--- src/hw/tsr_pkg.sv ---
// Package with register map, reset values and carrier types for the bank.
package tsr_pkg;
    localparam logic [7:0] ADDR_INT_MID   = 8'h06;
    localparam logic [7:0] ADDR_FREQ_TOP  = 8'h07;
    localparam logic [7:0] ADDR_INT_HIGH  = 8'h08;
    localparam logic [7:0] ADDR_OP_STATE  = 8'h09;

    localparam logic [7:0] RST_INT_MID    = 8'h7f;
    localparam logic [7:0] RST_FREQ_TOP   = 8'h00;
    localparam logic [7:0] RST_INT_HIGH   = 8'h50;
    localparam logic [7:0] RST_OP_STATE   = 8'h41;
    localparam logic [7:0] RD_UNMAPPED    = 8'h00;

    // Unused bits read back as their reset pattern and never move.
    localparam logic [7:0] MID_UNUSED_VAL  = 8'h3e;
    localparam logic [7:0] HIGH_UNUSED_VAL = 8'h10;

    localparam int BIT_MID_MODE   = 7;
    localparam int BIT_MID_REFFL  = 6;
    localparam int BIT_MID_IN4    = 0;
    localparam int BIT_HIGH_LOCK  = 6;
    localparam int BIT_OP_LOCK    = 6;
    localparam int BIT_OP_PWARN   = 5;
    localparam int BIT_OP_SWARN   = 4;
    localparam int OP_MODE_LSB    = 0;
    localparam int OP_MODE_W      = 3;
    localparam int FREQ_W         = 3;

    localparam logic [1:0] MISS_LIMIT = 2'h2;
    localparam logic [1:0] MISS_ZERO  = 2'h0;
    localparam logic [1:0] MISS_ONE   = 2'h1;

    typedef struct packed {
        logic       rd;
        logic       wr;
        logic [7:0] addr;
        logic [7:0] wdata;
    } tsr_bus_req_type;

    typedef struct packed {
        logic                  input_four_valid;
        logic                  secondary_loop_locked;
        logic                  primary_freq_warning;
        logic                  secondary_freq_warning;
        logic [OP_MODE_W-1:0]  primary_loop_state;
        logic [FREQ_W-1:0]     loop_frequency_word;
        logic                  primary_ref_edge;
        logic                  primary_ref_period;
    } tsr_status_in_type;
endpackage

--- src/hw/tsr_regs.sv ---
// Status and interrupt register bank of the timing source.
//
// Behaviour
// [RULE_01] Input four validity change sets mid bit 0.
// [RULE_02] Mid bits five to one never hold events.
// [RULE_03] Secondary loop lock change sets high bit 6.
// [RULE_04] Lock change flag clears on one; zero ignored.
// [RULE_05] High byte resets to 0x50, others unused.
// [RULE_06] Frequency register shows word bits 18:16.
// [RULE_07] Operating state read-only, reset 0x41, fields.
// [RULE_08] Mid interrupt byte resets to 0x7f.
// [RULE_09] Two missing reference cycles set mid bit 6.
// [RULE_10] Reads have no side effect on flags.
`timescale 1ns/1ps
module tsr_regs
    import tsr_pkg::*;
(
    input  wire logic                       core_clk,
    input  wire logic                       rst,
    input  wire tsr_pkg::tsr_bus_req_type   bus_req,
    input  wire tsr_pkg::tsr_status_in_type status_in,
    output logic [7:0]                      rd_data,
    output logic                            rd_valid
);
    import tsr_pkg::*;

    typedef struct packed {
        logic [7:0]            rd_data_r;
        logic                  rd_valid_r;
        logic [FREQ_W-1:0]     freq_r;
        logic                  lock_r;
        logic                  pwarn_r;
        logic                  swarn_r;
        logic [OP_MODE_W-1:0]  mode_r;
        logic                  prev_in4_r;
        logic                  edge_seen_r;
        logic [1:0]            miss_cnt_r;
    } tsr_state_type;

    tsr_state_type st_r;
    tsr_state_type st_nxt;

    logic       in4_set;
    logic       lock_set;
    logic       mode_set;
    logic       refail_set;
    logic       mid_wr;
    logic       high_wr;
    logic       in4_flag;
    logic       lock_flag;
    logic       mode_flag;
    logic       refail_flag;
    logic [7:0] mid_val;
    logic [7:0] high_val;
    logic [7:0] op_val;
    logic [7:0] freq_val;

    assign mid_wr  = bus_req.wr && (bus_req.addr == ADDR_INT_MID);
    assign high_wr = bus_req.wr && (bus_req.addr == ADDR_INT_HIGH);

    // Events are compared against the registered copy of each status.
    assign in4_set  = status_in.input_four_valid != st_r.prev_in4_r; // [RULE_01]
    assign lock_set = status_in.secondary_loop_locked != st_r.lock_r; // [RULE_03]
    assign mode_set = status_in.primary_loop_state != st_r.mode_r;
    // The flag fires once, on the period that completes the second miss.
    assign refail_set = status_in.primary_ref_period && !st_r.edge_seen_r
                        && (st_r.miss_cnt_r == MISS_ONE); // [RULE_09]

    tsr_flag #(.RESET_VAL(RST_INT_MID[BIT_MID_IN4])) u_in4 ( // [RULE_08]
        .core_clk (core_clk),
        .rst      (rst),
        .set_evt  (in4_set),
        .clr      (mid_wr && bus_req.wdata[BIT_MID_IN4]),
        .flag     (in4_flag)
    );

    tsr_flag #(.RESET_VAL(RST_INT_MID[BIT_MID_REFFL])) u_refail (
        .core_clk (core_clk),
        .rst      (rst),
        .set_evt  (refail_set),
        .clr      (mid_wr && bus_req.wdata[BIT_MID_REFFL]),
        .flag     (refail_flag)
    );

    tsr_flag #(.RESET_VAL(RST_INT_MID[BIT_MID_MODE])) u_mode (
        .core_clk (core_clk),
        .rst      (rst),
        .set_evt  (mode_set),
        .clr      (mid_wr && bus_req.wdata[BIT_MID_MODE]),
        .flag     (mode_flag)
    );

    tsr_flag #(.RESET_VAL(RST_INT_HIGH[BIT_HIGH_LOCK])) u_lock ( // [RULE_05]
        .core_clk (core_clk),
        .rst      (rst),
        .set_evt  (lock_set),
        .clr      (high_wr && bus_req.wdata[BIT_HIGH_LOCK]), // [RULE_04]
        .flag     (lock_flag)
    );

    always_comb begin
        mid_val = MID_UNUSED_VAL; // [RULE_02]
        mid_val[BIT_MID_MODE]  = mode_flag;
        mid_val[BIT_MID_REFFL] = refail_flag;
        mid_val[BIT_MID_IN4]   = in4_flag;
        high_val = HIGH_UNUSED_VAL;
        high_val[BIT_HIGH_LOCK] = lock_flag;
        op_val = 8'h00;
        op_val[BIT_OP_LOCK]  = st_r.lock_r; // [RULE_07]
        op_val[BIT_OP_PWARN] = st_r.pwarn_r;
        op_val[BIT_OP_SWARN] = st_r.swarn_r;
        op_val[OP_MODE_LSB +: OP_MODE_W] = st_r.mode_r;
        freq_val = 8'h00;
        freq_val[FREQ_W-1:0] = st_r.freq_r; // [RULE_06]
    end

    always_comb begin
        st_nxt = st_r;
        st_nxt.freq_r     = status_in.loop_frequency_word;
        st_nxt.lock_r     = status_in.secondary_loop_locked;
        st_nxt.pwarn_r    = status_in.primary_freq_warning;
        st_nxt.swarn_r    = status_in.secondary_freq_warning;
        st_nxt.mode_r     = status_in.primary_loop_state;
        st_nxt.prev_in4_r = status_in.input_four_valid;
        // Count whole reference periods that pass without an edge.
        if (status_in.primary_ref_period) begin
            st_nxt.edge_seen_r = status_in.primary_ref_edge;
            if (st_r.edge_seen_r) begin
                st_nxt.miss_cnt_r = MISS_ZERO;
            end else if (st_r.miss_cnt_r != MISS_LIMIT) begin
                st_nxt.miss_cnt_r = st_r.miss_cnt_r + MISS_ONE; // [RULE_09]
            end
        end else if (status_in.primary_ref_edge) begin
            st_nxt.edge_seen_r = 1'b1;
        end
        // Reads only sample; they never touch a flag.
        st_nxt.rd_valid_r = bus_req.rd; // [RULE_10]
        if (bus_req.rd) begin
            case (bus_req.addr)
                ADDR_INT_MID: begin
                    st_nxt.rd_data_r = mid_val;
                end
                ADDR_FREQ_TOP: begin
                    st_nxt.rd_data_r = freq_val;
                end
                ADDR_INT_HIGH: begin
                    st_nxt.rd_data_r = high_val;
                end
                ADDR_OP_STATE: begin
                    st_nxt.rd_data_r = op_val;
                end
                default: begin
                    st_nxt.rd_data_r = RD_UNMAPPED;
                end
            endcase
        end
    end

    always_ff @(posedge core_clk or posedge rst) begin
        if (rst) begin
            st_r.rd_data_r   <= RD_UNMAPPED;
            st_r.rd_valid_r  <= 1'b0;
            st_r.freq_r      <= RST_FREQ_TOP[FREQ_W-1:0];
            st_r.lock_r      <= RST_OP_STATE[BIT_OP_LOCK];
            st_r.pwarn_r     <= RST_OP_STATE[BIT_OP_PWARN];
            st_r.swarn_r     <= RST_OP_STATE[BIT_OP_SWARN];
            st_r.mode_r      <= RST_OP_STATE[OP_MODE_LSB +: OP_MODE_W];
            st_r.prev_in4_r  <= 1'b0;
            st_r.edge_seen_r <= 1'b1;
            st_r.miss_cnt_r  <= MISS_ZERO;
        end else begin
            st_r <= st_nxt;
        end
    end

    assign rd_data  = st_r.rd_data_r;
    assign rd_valid = st_r.rd_valid_r;
endmodule // tsr_regs

--- src/hw/tsr_flag.sv ---
// Sticky interrupt flag, set by hardware and cleared by writing one.
`timescale 1ns/1ps
module tsr_flag #(
    parameter logic RESET_VAL = 1'b0
) (
    input  wire logic core_clk,
    input  wire logic rst,
    input  wire logic set_evt,
    input  wire logic clr,
    output logic      flag
);
    typedef struct packed {
        logic flag_r;
    } tsr_flag_state_type;

    tsr_flag_state_type st_r;
    tsr_flag_state_type st_nxt;

    // A set in the clear cycle wins, so no event is lost.
    always_comb begin
        st_nxt = st_r;
        if (set_evt) begin
            st_nxt.flag_r = 1'b1;
        end else if (clr) begin
            st_nxt.flag_r = 1'b0;
        end
    end

    always_ff @(posedge core_clk or posedge rst) begin
        if (rst) begin
            st_r.flag_r <= RESET_VAL;
        end else begin
            st_r <= st_nxt;
        end
    end

    assign flag = st_r.flag_r;
endmodule // tsr_flag

--- config.mk ---
export PLATFORM = sky130hd
export DESIGN_NAME = tsr_regs
export DESIGN_NICKNAME = d
export VERILOG_FILES = /design/src/hw/tsr_pkg.sv /design/src/hw/tsr_regs.sv /design/src/hw/tsr_flag.sv
export SDC_FILE = /design/constraint.sdc
export NUM_CORES = 1
export LEC_CHECK = 0
export BUFFER_PORTS_ARGS = -buffer_cell sky130_fd_sc_hd__clkbuf_2
export CORE_MARGIN = 2
export CORE_UTILIZATION = 51
export CTS_BUF_LIST = sky130_fd_sc_hd__clkbuf_4
export CTS_CLUSTER_DIAMETER = 120
export DETAILED_ROUTE_END_ITERATION = 7
export PLACE_DENSITY = 0.79
export SYNTH_ARGS = -nofsm -noshare
export SYNTH_HDL_FRONTEND = slang
export SYNTH_SLANG_ARGS = --single-unit
--- constraint.sdc ---
create_clock -name core_clk -period 1.5 [get_ports core_clk]
set_input_delay 0.225 -clock core_clk [delete_from_list [all_inputs] [get_ports core_clk]]
set_output_delay 0.225 -clock core_clk [all_outputs]
set_load 0.01 [all_outputs]
==> metrics.md, run 1 <==
| Metric | Value |
|---|---|
| Status | `complete, no violations` |
| Max Freq | `around 840 MHz` |
| Clock skew | `6.786 ps` |
| Compound-Gate Fraction of Synth Area | `14.29%` |
| GRT Residual Overflow | `0` |
| Largest net degree at the start of global routing | `27` |
| Worst-Margin Slew | `322.8 ps` |
| Layout cells sized above 1 | `37.32%` |
| Type of origin of the critical path | `register` |
| CTS tree | `done` |
| Area growth syn-to-layout | `26.65%` |
| Synth cell types | `32` |
| Initial Utilization | `53.57%` |
| Worst Setup End Kind | `register` |
| Dominant cell type by area after synthesis | `dfrtp_1` |
| P per Cell Area | `about 950 nW/um2` |
| Setup bufs post-CTS | `0` |
| Simple-gate share of the synthesized area | `13.54%` |
| Internal power | `1.109 mW` |
| Max_cap viols | `0` |
| Seq pwr share | `roughly 55%` |
| Sequential fraction of the synthesis area | `56.08%` |
| Std cell rows | `17` |
| First-pass GRT wire length | `~3.9 mm` |
| Worst path max stage delay | `410 ps` |
| Non-filler instance count after layout | `170` |
| Synth top area share | `42.64%` |
| Switching Fraction | `21.71%` |
| Post-Synthesis Cells | `100` |
| Root buf cell | `clkbuf_4` |
| Seq cells post-synth | `26` |
| Final wirelength | `2.263 mm` |
| Initial antenna violation count | `0` |
| GP Congestion | `0.7961` |
| H-tree Lvls | `1` |
| Crit path max fanout | `4` |
| Adder-cell share of the synthesized area | `approximately 2.1%` |
| Final ANT Viol Nets | `0` |
| Post-Synth XOR/XNOR Area | `about 3.7%` |
| I/O Buffers | `35` |
| Clk pwr share | `between 30% and 40%` |
| WL/cell | `13.31 um` |
| Initial DRC Count | `10` |
| Multi-input gate area in the final layout | `406.6 um2` |
| Leading cell type in the layout, fill and taps excluded | `clkbuf_2` |
| CTS Hold Bufs | `7` |
| Reg2reg path depth | `5` |
| Post-synthesis mux area share | `less than 1%` |
| RSZ-0062 raised after global routing | `no` |
| Later-pin clock latency in the skew report | `310 ps` |
| Via count | `865` |
| # IOs | `a little over 40` |
| Hold depth | `1` |
| Hold crit path type | `primary input to register` |
| WP buf/inv | `1` |
| Post-Syn Area per Cell | `11.74 um2` |
| Critical path required time | `between 1500 and 2000 ps` |
| Final setup viols | `0` |
| WS Path Type | `register to register` |
| DP HPWL | `1.668 mm` |
| DRC viols | `0` |
| Total CTS buffers | `3` |
| Rel. slew slack | `78.48%` |
| Total Nets Final | `about 180` |
| Core area | `2191 um2` |
| DR pass1 iterations | `4` |
| Critical-path cell list | `inv_1 -> ha_1 -> nor3b_1 -> a21oi_1 -> o22ai_1` |
| Clock Path Buffers | `2` |
| Vias per inst | `5.088` |
| Die extent in y | `about 52 um` |
| FILL cells | `178` |
| Pleak | `0.6897 nW` |
| Worst-case vdd ir drop | `0.0006262 V` |
| Critical path depth | `5` |
| Setup_tns | `0 ps` |
| Synth warn | `0` |
| Die width | `51.97 um` |
| Largest family of logic cells by synthesized area | `compound AO/OA/AOI/OAI gates` |
| Most frequent cells in the layout | `35 x clkbuf_2, 20 x dfrtp_1, 11 x inv_1` |
| Clock Sinks | `26` |
| Period utilisation layout | `79.65%` |
| Final Hold Violating Endpoints | `0` |
| Register clock-pin slew on the reported worst setup and hold paths | `140 ps` |
| Critical path arrival | `1430 ps` |
| Syn Nets | `134` |
| CP max-delay cell | `dfrtp_1` |
| Dpl cells | `158` |
| Tot Pwr | `about 1.4 mW` |
| P_sw | `between 0.3 and 0.4 mW` |
| # resized after CTS | `0` |
| CP top delay family | `flip-flops` |
| Antenna Cells | `0` |
| Comb pwr share | `12.4%` |
| WHS | `28.38 ps` |
| Tmin final | `1195 ps` |
| Synth area leaders | `dfrtp_1 43%, dfstp_2 13%, buf_4 5.1%` |
| Die footprint | `2701 um2` |
| Seq. cell area | `658.1 um2` |
| Mapped Area | `1174 um2` |
| Total track usage | `20.10%` |
| Slew Limit Fails | `0` |
| Vias in the first global route | `875` |
[sequential cells by signal, indices dropped and copies added (netlist names)]
register and cells:
u_mode.flag 1, op_val 6, rd_valid 1, freq_val 3, u_lock.flag 1, u_in4.flag 1
rd_data 8, u_refail.flag 1, st_r 4
[final timing paths]
| path | startpoint | end | slack [ps] |
|---|---|---|---|
| max | st_r[0] | st_r[1] | 310 |
| min | status_in[11] | st_r[3] | 30 |
| max reg2reg | st_r[0] | st_r[1] | 310 |
| min reg2reg | u_mode.flag | u_mode.flag | 510 |
| max in group asynchronous | rst | st_r[2] | 740 |
| min in group asynchronous | rst | freq_val[1] | 460 |
[layout make-up]
cell class	count	share of cell area, %
well taps	28	2.357
inverters	11	2.778
multi-input cells	53	27.36
flip-flops and latches	26	44.28
repair buffers	48	19.70
clock inverters	1	2.020
clock buffers	3	1.515
[kinds of logic after synthesis]
| family | Yosys count |
|---|---|
| AOI/OAI and AO/OA | 23 |
| xor gates and xnor gates | 5 |
| adders and majority gates | 2 |
| buffers and inverters | 21 |
| DFF | 26 |
| muxes | 1 |
| and+or+nand+nor | 22 |
[per-stage QoR]
step	cell area [um2]	util [%]	setup slack, ps
floorplan	1174	-	205.3
global placement	1354	61.79	160.6
detailed placement	1354	61.79	148.2
CTS	1476	67.39	282.1
global route	1486	67.85	134.5
finish	1486	67.85	305.3
[power by group through the flow]
stage	registers, mW	clock network, mW	logic (mW)
after global routing	0.777	0.511	0.200
after global placement	0.782	0	0.154
after CTS	0.772	0.484	0.177
after floorplan	0.779	0	0.0904
final	0.772	0.469	0.176
after detailed placement	0.784	0	0.162
[cell usage after synthesis, drive strengths merged]
cell type and count:
dfrtp 20, inv 11, buf 8, dfstp 6, o22ai 5, xor2 5, nand4 4, a21o 3
a32oi 3, nand2b 3, nand3 3, nor2 3, o21ai 3, a22o 2, and3b 2, clkbuf 2
ha 2, nor3b 2, a2111o 1, a21oi 1, a22oi 1, a31oi 1, a41oi 1, and4bb 1
mux2 1, nand2 1, nand3b 1, nor2b 1, nor4 1, o221ai 1, o31ai 1
[layer usage]
metal / share of wire [%] / GRT usage [%]
met1: 42 / 25.66
met2: 52 / 33.54
met3: 4.6 / 2.874
met4: 1.5 / 9.211
met5: 0 / 0
Power figures use the tool's default switching activity.
==> run 2: changes to the inputs <==
Settings changed: CORE_UTILIZATION 51 to 46, PLACE_DENSITY 0.79 to 0.75.
Clock period 1.5 ns to 1 ns, I/O delays scaled along.
==> run 2 against run 1 <==
Compared with the run above: largest power group unchanged; core utilization shrank 1.1 points; power grew 37%; final area grew 10%; die area grew 10%; fmax grew 14%; the run now ends with negative setup slack left; register-to-register slack lost 350 ps; sequential power grew 50%; via count grew 8.0%; sequential cell count is the same; sequential share of layout area shrank 4.1 points.
==> metrics.md, run 2 (synthesis gave the netlist of run 1 again) <==
| Metric | Value |
|---|---|
| Max_cap viols | `0 (unchanged)` |
| Period utilisation layout | `104.6% (+25 points)` |
| Worst Setup End Kind | `register` |
| Clock Path Buffers | `2 (unchanged)` |
| Pleak | `0.7620 nW (+10%)` |
| H-tree Lvls | `1 (unchanged)` |
| Type of origin of the critical path | `register` |
| Total CTS buffers | `3 (unchanged)` |
| Final ANT Viol Nets | `0 (unchanged)` |
| P per Cell Area | `1184 nW/um2 (+24%)` |
| Rel. slew slack | `77.52% (-0.96 points)` |
| Initial Utilization | `47.81% (-5.8 points)` |
| Antenna Cells | `0 (unchanged)` |
| Max Freq | `955.6 MHz (+14%)` |
| # IOs | `41 (unchanged)` |
| DRC viols | `0 (unchanged)` |
| Setup WS post-layout | `-46.41 ps (-351.7 ps)` |
| Core area | `2455 um2 (+12%)` |
| RSZ-0062 raised after global routing | `yes` |
| CTS tree | `done` |
| Total track usage | `18.44% (-1.7 points)` |
| WS Path Type | `register to register` |
| Clock Sinks | `26 (unchanged)` |
| Area growth syn-to-layout | `39.55%` |
| FILL cells | `195 (+9.6%)` |
| Final setup viols | `5 (+5)` |
| Status | `complete, but fails checks` |
| WL/cell | `12.24 um (-8.1%)` |
| Std cell rows | `18 (+1)` |
| Met3 wire len | `115 um (+9.5%)` |
| Worst path max stage delay | `430 ps (+20 ps)` |
| Critical path arrival | `1300 ps (-130 ps)` |
| WL met2 | `1.162 mm (-1.8%)` |
| Initial DRC Count | `13 (+3)` |
| Wl on met1 | `1.003 mm (+6.7%)` |
| Final Hold Violating Endpoints | `0 (unchanged)` |
| Clock skew | `10.62 ps (+3.830 ps)` |
| DP HPWL | `1.657 mm (-0.65%)` |
| Crit path max fanout | `2 (-2)` |
| GP Congestion | `0.7920 (-0.52%)` |
| Leading cell type in the layout, fill and taps excluded | `clkbuf_2` |
| Tmin final | `1046 ps (-148.3 ps)` |
| Worst-case vdd ir drop | `0.001044 V (+67%)` |
| Largest register FFs | `8 (unchanged)` |
| GRT Residual Overflow | `0 (unchanged)` |
| Top Metal Used | `met4` |
| Die extent in y | `54.51 um (+4.9%)` |
| DR pass1 iterations | `4 (unchanged)` |
| Via count | `934 (+8.0%)` |
| First-pass GRT wire length | `3.843 mm (-2.3%)` |
| Final wirelength | `2.301 mm (+1.7%)` |
| Hold crit path type | `primary input to register` |
| Place WS | `-293.6 ps (-441.7 ps)` |
| Critical path required time | `1250 ps (-490 ps)` |
| Setup_tns | `-170.3 ps (-170.3 ps)` |
| Initial antenna violation count | `0 (unchanged)` |
| Register clock-pin slew on the reported worst setup and hold paths | `140 ps (about the same)` |
| Layout cells sized above 1 | `43.67% (+6.3 points)` |
| Failing checks | `negative setup slack` |
| Slew Limit Fails | `0 (unchanged)` |
| Most frequent cells in the layout | `34 x clkbuf_2, 20 x dfrtp_1, 16 x buf_4` |
| Vias in the first global route | `915 (+4.6%)` |
| I/O Buffers | `35 (unchanged)` |
| CP max-delay cell | `dfrtp_1` |
| Die footprint | `2971 um2 (+10%)` |
| Vias per inst | `4.968 (-2.4%)` |
| Die width | `54.51 um (+4.9%)` |
| Critical-path cell list | `ha_4 -> nor3b_2 -> a21oi_1 -> o22ai_1` |
| Root buf cell | `clkbuf_4` |
| Largest net degree at the start of global routing | `27 (unchanged)` |
| Final Cell Area | `1638 um2 (+10%)` |
| Later-pin clock latency in the skew report | `320 ps (about the same)` |
| Total Nets Final | `193 (+9.0%)` |
| Placed Area | `1419 um2 (+4.8%)` |
| Worst-Margin Slew | `334.7 ps (+11.96 ps)` |
## run 2: cell type report
type | count | area (um2) | share of cell area (%)
tap | 30 | 37.54 | 2.292
clock inverter | 1 | 3.754 | 0.2292
timing repair buffer | 64 | 431.7 | 26.36
multi-input combinational | 53 | 442.9 | 27.04
inverter | 11 | 41.29 | 2.521
sequential | 26 | 658.1 | 40.18
clock buffer | 3 | 22.52 | 1.375
## run 2: stage by stage
step	util, %	hold slack (ps)	power (mW)	instances
after floorplan	-	154.5	1.325	100
after global placement	57.80	194.2	1.449	166
after detailed placement	57.80	200.0	1.461	166
after CTS	65.29	4.597	1.953	186
after global routing	66.72	83.86	2.055	188
final	66.72	69.59	1.940	188
## run 2: repair_timing
action | in CTS | in global routing
pin swaps | 3 | 2
setup buffers | 4 | 1
hold endpoints to repair | 31 | 1
endpoints found under the setup margin | 6 | 15
hold buffers | 12 | 1
resized for setup | 1 | 4
## run 2: final timing paths
| check | from | to | slack (ps) | depth (start not counted) |
|---|---|---|---|---|
| min in group asynchronous | rst | st_r[3] | 380 | 4 |
| max reg2reg | st_r[1] | st_r[1] | -50 | 4 |
| min | status_in[0] | st_r[1] | 70 | 2 |
| max | st_r[1] | st_r[1] | -50 | 4 |
| max in group asynchronous | rst | u_refail.flag | 320 | 4 |
| min reg2reg | u_mode.flag | u_mode.flag | 510 | 1 |
## run 2: report_power, final
group | switching, mW | internal, mW | total (mW)
sequential | 0.0353 | 1.12 | 1.16
clock | 0.292 | 0.146 | 0.439
combinational | 0.151 | 0.192 | 0.343
## run 2: metal layers
layer	up-vias	global-route usage, %
li1	466	-
met1	443	21.97
met2	23	31.53
met3	2	6.011
met4	0	5.417
met5	-	0
## run 2: critical path: cells and delay by family, from the launching register on
| family | cells | cell delay, ps |
|---|---|---|
| compound gates | 2 | 160 |
| fa+ha+maj | 1 | 240 |
| flops | 1 | 430 |
| simple gates | 1 | 140 |
==> run 3: changes to the inputs <==
Settings changed: CORE_MARGIN 2 to 4, GPL_TIMING_DRIVEN from default to 0, PLACE_DENSITY 0.75 to default, PLACE_DENSITY_LB_ADDON from default to 0.2.
==> run 3 against run 2 <==
Compared with the run above: critical path depth is the same; the run still ends with negative setup slack left; worst setup slack worse by 65 ps; final area down 2.5%; register-to-register slack got worse by 60 ps; sequential cell count unchanged; critical endpoint is now u_refail.flag; global-route usage down 4.0 points; via count shrank 0.21%; power grew 13%; fmax is 5.8% lower; highest routed layer unchanged.
==> metrics.md, run 3 (synthesis gave the netlist of run 1 again) <==
| Metric | Value |
|---|---|
| P_sw | `0.4839 mW (+1.1%)` |
| Die footprint | `3423 um2 (+15%)` |
| Clock Path Buffers | `2 (unchanged)` |
| Clk pwr share | `32.1% (+9.5 points)` |
| Comb pwr share | `15.0% (-2.7 points)` |
| RSZ-0062 raised after global routing | `yes` |
| Rel. slew slack | `36.65% (-41 points)` |
| First-pass GRT wire length | `3.891 mm (+1.2%)` |
| Die width | `58.51 um (+7.3%)` |
| # IOs | `41 (unchanged)` |
| DRC viols | `0 (unchanged)` |
| Final wirelength | `2.333 mm (+1.4%)` |
| Antenna Cells | `0 (unchanged)` |
| Hold crit path type | `primary input to asynchronous set/reset pin` |
| Via count | `932 (-0.21%)` |
| Max Freq | `899.9 MHz (-5.8%)` |
| Vias per inst | `5.121 (+3.1%)` |
| WL/cell | `12.82 um (+4.7%)` |
| Final setup viols | `5 (unchanged)` |
| FILL cells | `219 (+12%)` |
| H-tree Lvls | `1 (unchanged)` |
| Area growth syn-to-layout | `36.03%` |
| Slew Limit Fails | `0 (unchanged)` |
| Pleak | `0.7381 nW (-3.1%)` |
| Max_cap viols | `0 (unchanged)` |
| Register clock-pin slew on the reported worst setup and hold paths | `140 ps (about the same)` |
| Setup WS post-layout | `-111.2 ps (-64.78 ps)` |
| Clock Sinks | `26 (unchanged)` |
| Root buf cell | `clkbuf_4` |
| Vias in the first global route | `912 (-0.33%)` |
| Tot Pwr | `2.189 mW (+13%)` |
| Worst Setup End Kind | `register` |
| Crit path max fanout | `3 (+1)` |
| Status | `complete, but fails checks` |
| CTS tree | `done` |
| Clock skew | `3.422 ps (-7.194 ps)` |
| Place WS | `-454.9 ps (-161.4 ps)` |
| Worst-Margin Slew | `949.1 ps (+614.4 ps)` |
| GRT Residual Overflow | `0 (unchanged)` |
| WS Path Type | `register to register` |
| GP Congestion | `0.7430 (-6.2%)` |
| Std cell rows | `18 (unchanged)` |
| Largest register FFs | `8 (unchanged)` |
| Finished Core Util | `65.04% (-1.7 points)` |
| P per Cell Area | `1371 nW/um2 (+16%)` |
| Placed Area | `1404 um2 (-1.1%)` |
| Worst-case vdd ir drop | `0.0009538 V (-8.7%)` |
| Critical path required time | `1260 ps (about the same)` |
| Initial DRC Count | `18 (+5)` |
| I/O Buffers | `35 (unchanged)` |
| Total CTS buffers | `3 (unchanged)` |
| Final Hold Violating Endpoints | `0 (unchanged)` |
| Layout cells sized above 1 | `42.11% (-1.6 points)` |
| Type of origin of the critical path | `register` |
| Leading cell type in the layout, fill and taps excluded | `clkbuf_2` |
| Switching Fraction | `22.11% (-2.6 points)` |
| Failing checks | `negative setup slack` |
| Total Nets Final | `187 (-3.1%)` |
| DR pass1 iterations | `4 (unchanged)` |
| Later-pin clock latency in the skew report | `310 ps (about the same)` |
| Tmin final | `1111 ps (+64.78 ps)` |
| DP HPWL | `1.718 mm (+3.7%)` |
| Largest net degree at the start of global routing | `27 (unchanged)` |
| Internal power | `1.705 mW (+17%)` |
| Die extent in y | `58.51 um (+7.3%)` |
| Initial Utilization | `47.81% (unchanged)` |
| Final Cell Area | `1597 um2 (-2.5%)` |
| Initial antenna violation count | `0 (unchanged)` |
| Seq pwr share | `52.9% (-6.8 points)` |
| Critical path arrival | `1370 ps (+70 ps)` |
| Core area | `2455 um2 (unchanged)` |
| Final ANT Viol Nets | `0 (unchanged)` |
| Period utilisation layout | `111.1% (+6.5 points)` |
| Total track usage | `14.44% (-4.0 points)` |
| Most frequent cells in the layout | `35 x clkbuf_2, 20 x dfrtp_1, 11 x dlygate4sd3_1` |
## run 3: cell count changes in the layout (fill, tap and decap cells not counted), sizes merged
cell,change
clkbuf,+3
bufinv,+1
clkinv,-1
buf,-7
dlygate4sd3,-2
## run 3: what timing repair did
item                                    in CTS  in global routing
pin swaps                                    7                  2
endpoints found under the setup margin      14                 13
setup buffers                                7                  3
hold endpoints to repair                    11                  0
hold buffers                                11                  0
gates resized for setup                      1                  3
## run 3: worst paths after layout
kind | slack (ps) | start | depth (start not counted) | end
setup / recovery | -110 | st_r[0] | 4 | u_refail.flag
hold / removal | 10 | rst | 2 | st_r[3]
setup reg to reg | -110 | st_r[0] | 4 | u_refail.flag
hold reg to reg | 520 | u_mode.flag | 1 | u_mode.flag
max in group asynchronous | 420 | rst | 2 | rd_data[3]
min in group core_clk | 10 | status_in[1] | 2 | st_r[2]
## run 3: routing by layer
layer	part of all wire, %	up-vias	wire length, um	global-route usage (%)
met5	0	-	0	0
met4	0.60	0	14	2.980
met3	7.1	2	165	2.412
met2	51	37	1183	24.72
met1	41	438	968	19.26
li1	-	455	-	-
## run 3: metrics by stage
| stage | hold WS (ps) | cells | setup TNS [ps] |
|---|---|---|---|
| after floorplan | 154.5 | 100 | -295.0 |
| after global placement | 257.7 | 165 | -3215 |
| after detailed placement | 259.7 | 165 | -4379 |
| after CTS | 12.79 | 179 | -223.1 |
| after global routing | 25.89 | 182 | -743.4 |
| final | 10.23 | 182 | -257.1 |
## run 3: power groups by stage
stage / Combinational, mW / Clock (mW) / Sequential [mW]
2_1_floorplan: 0.153 / 0 / 1.17
5_1_grt: 0.366 / 0.760 / 1.17
4_1_cts: 0.311 / 0.724 / 1.16
6_report: 0.328 / 0.702 / 1.16
3_3_place_gp: 0.246 / 0 / 1.18
3_5_place_dp: 0.261 / 0 / 1.18
## run 3: layout make-up
type	instances	area [um2]	share of cell area, %
Sequential cell	26	658.1	41.22
Multi-Input combinational cell	53	435.4	27.27
Timing Repair Buffer	56	364.1	22.81
Inverter	11	41.29	2.586
Tap cell	30	37.54	2.351
Clock inverter	1	30.03	1.881
Clock buffer	3	22.52	1.411
Buffer	2	7.507	0.4702
## run 3: worst max-delay path, cell delays in order, from the launching register on
cell and delay [ps]:
dfrtp_1 420, buf_4 140, buf_6 110, ha_1 180, a22o_1 210
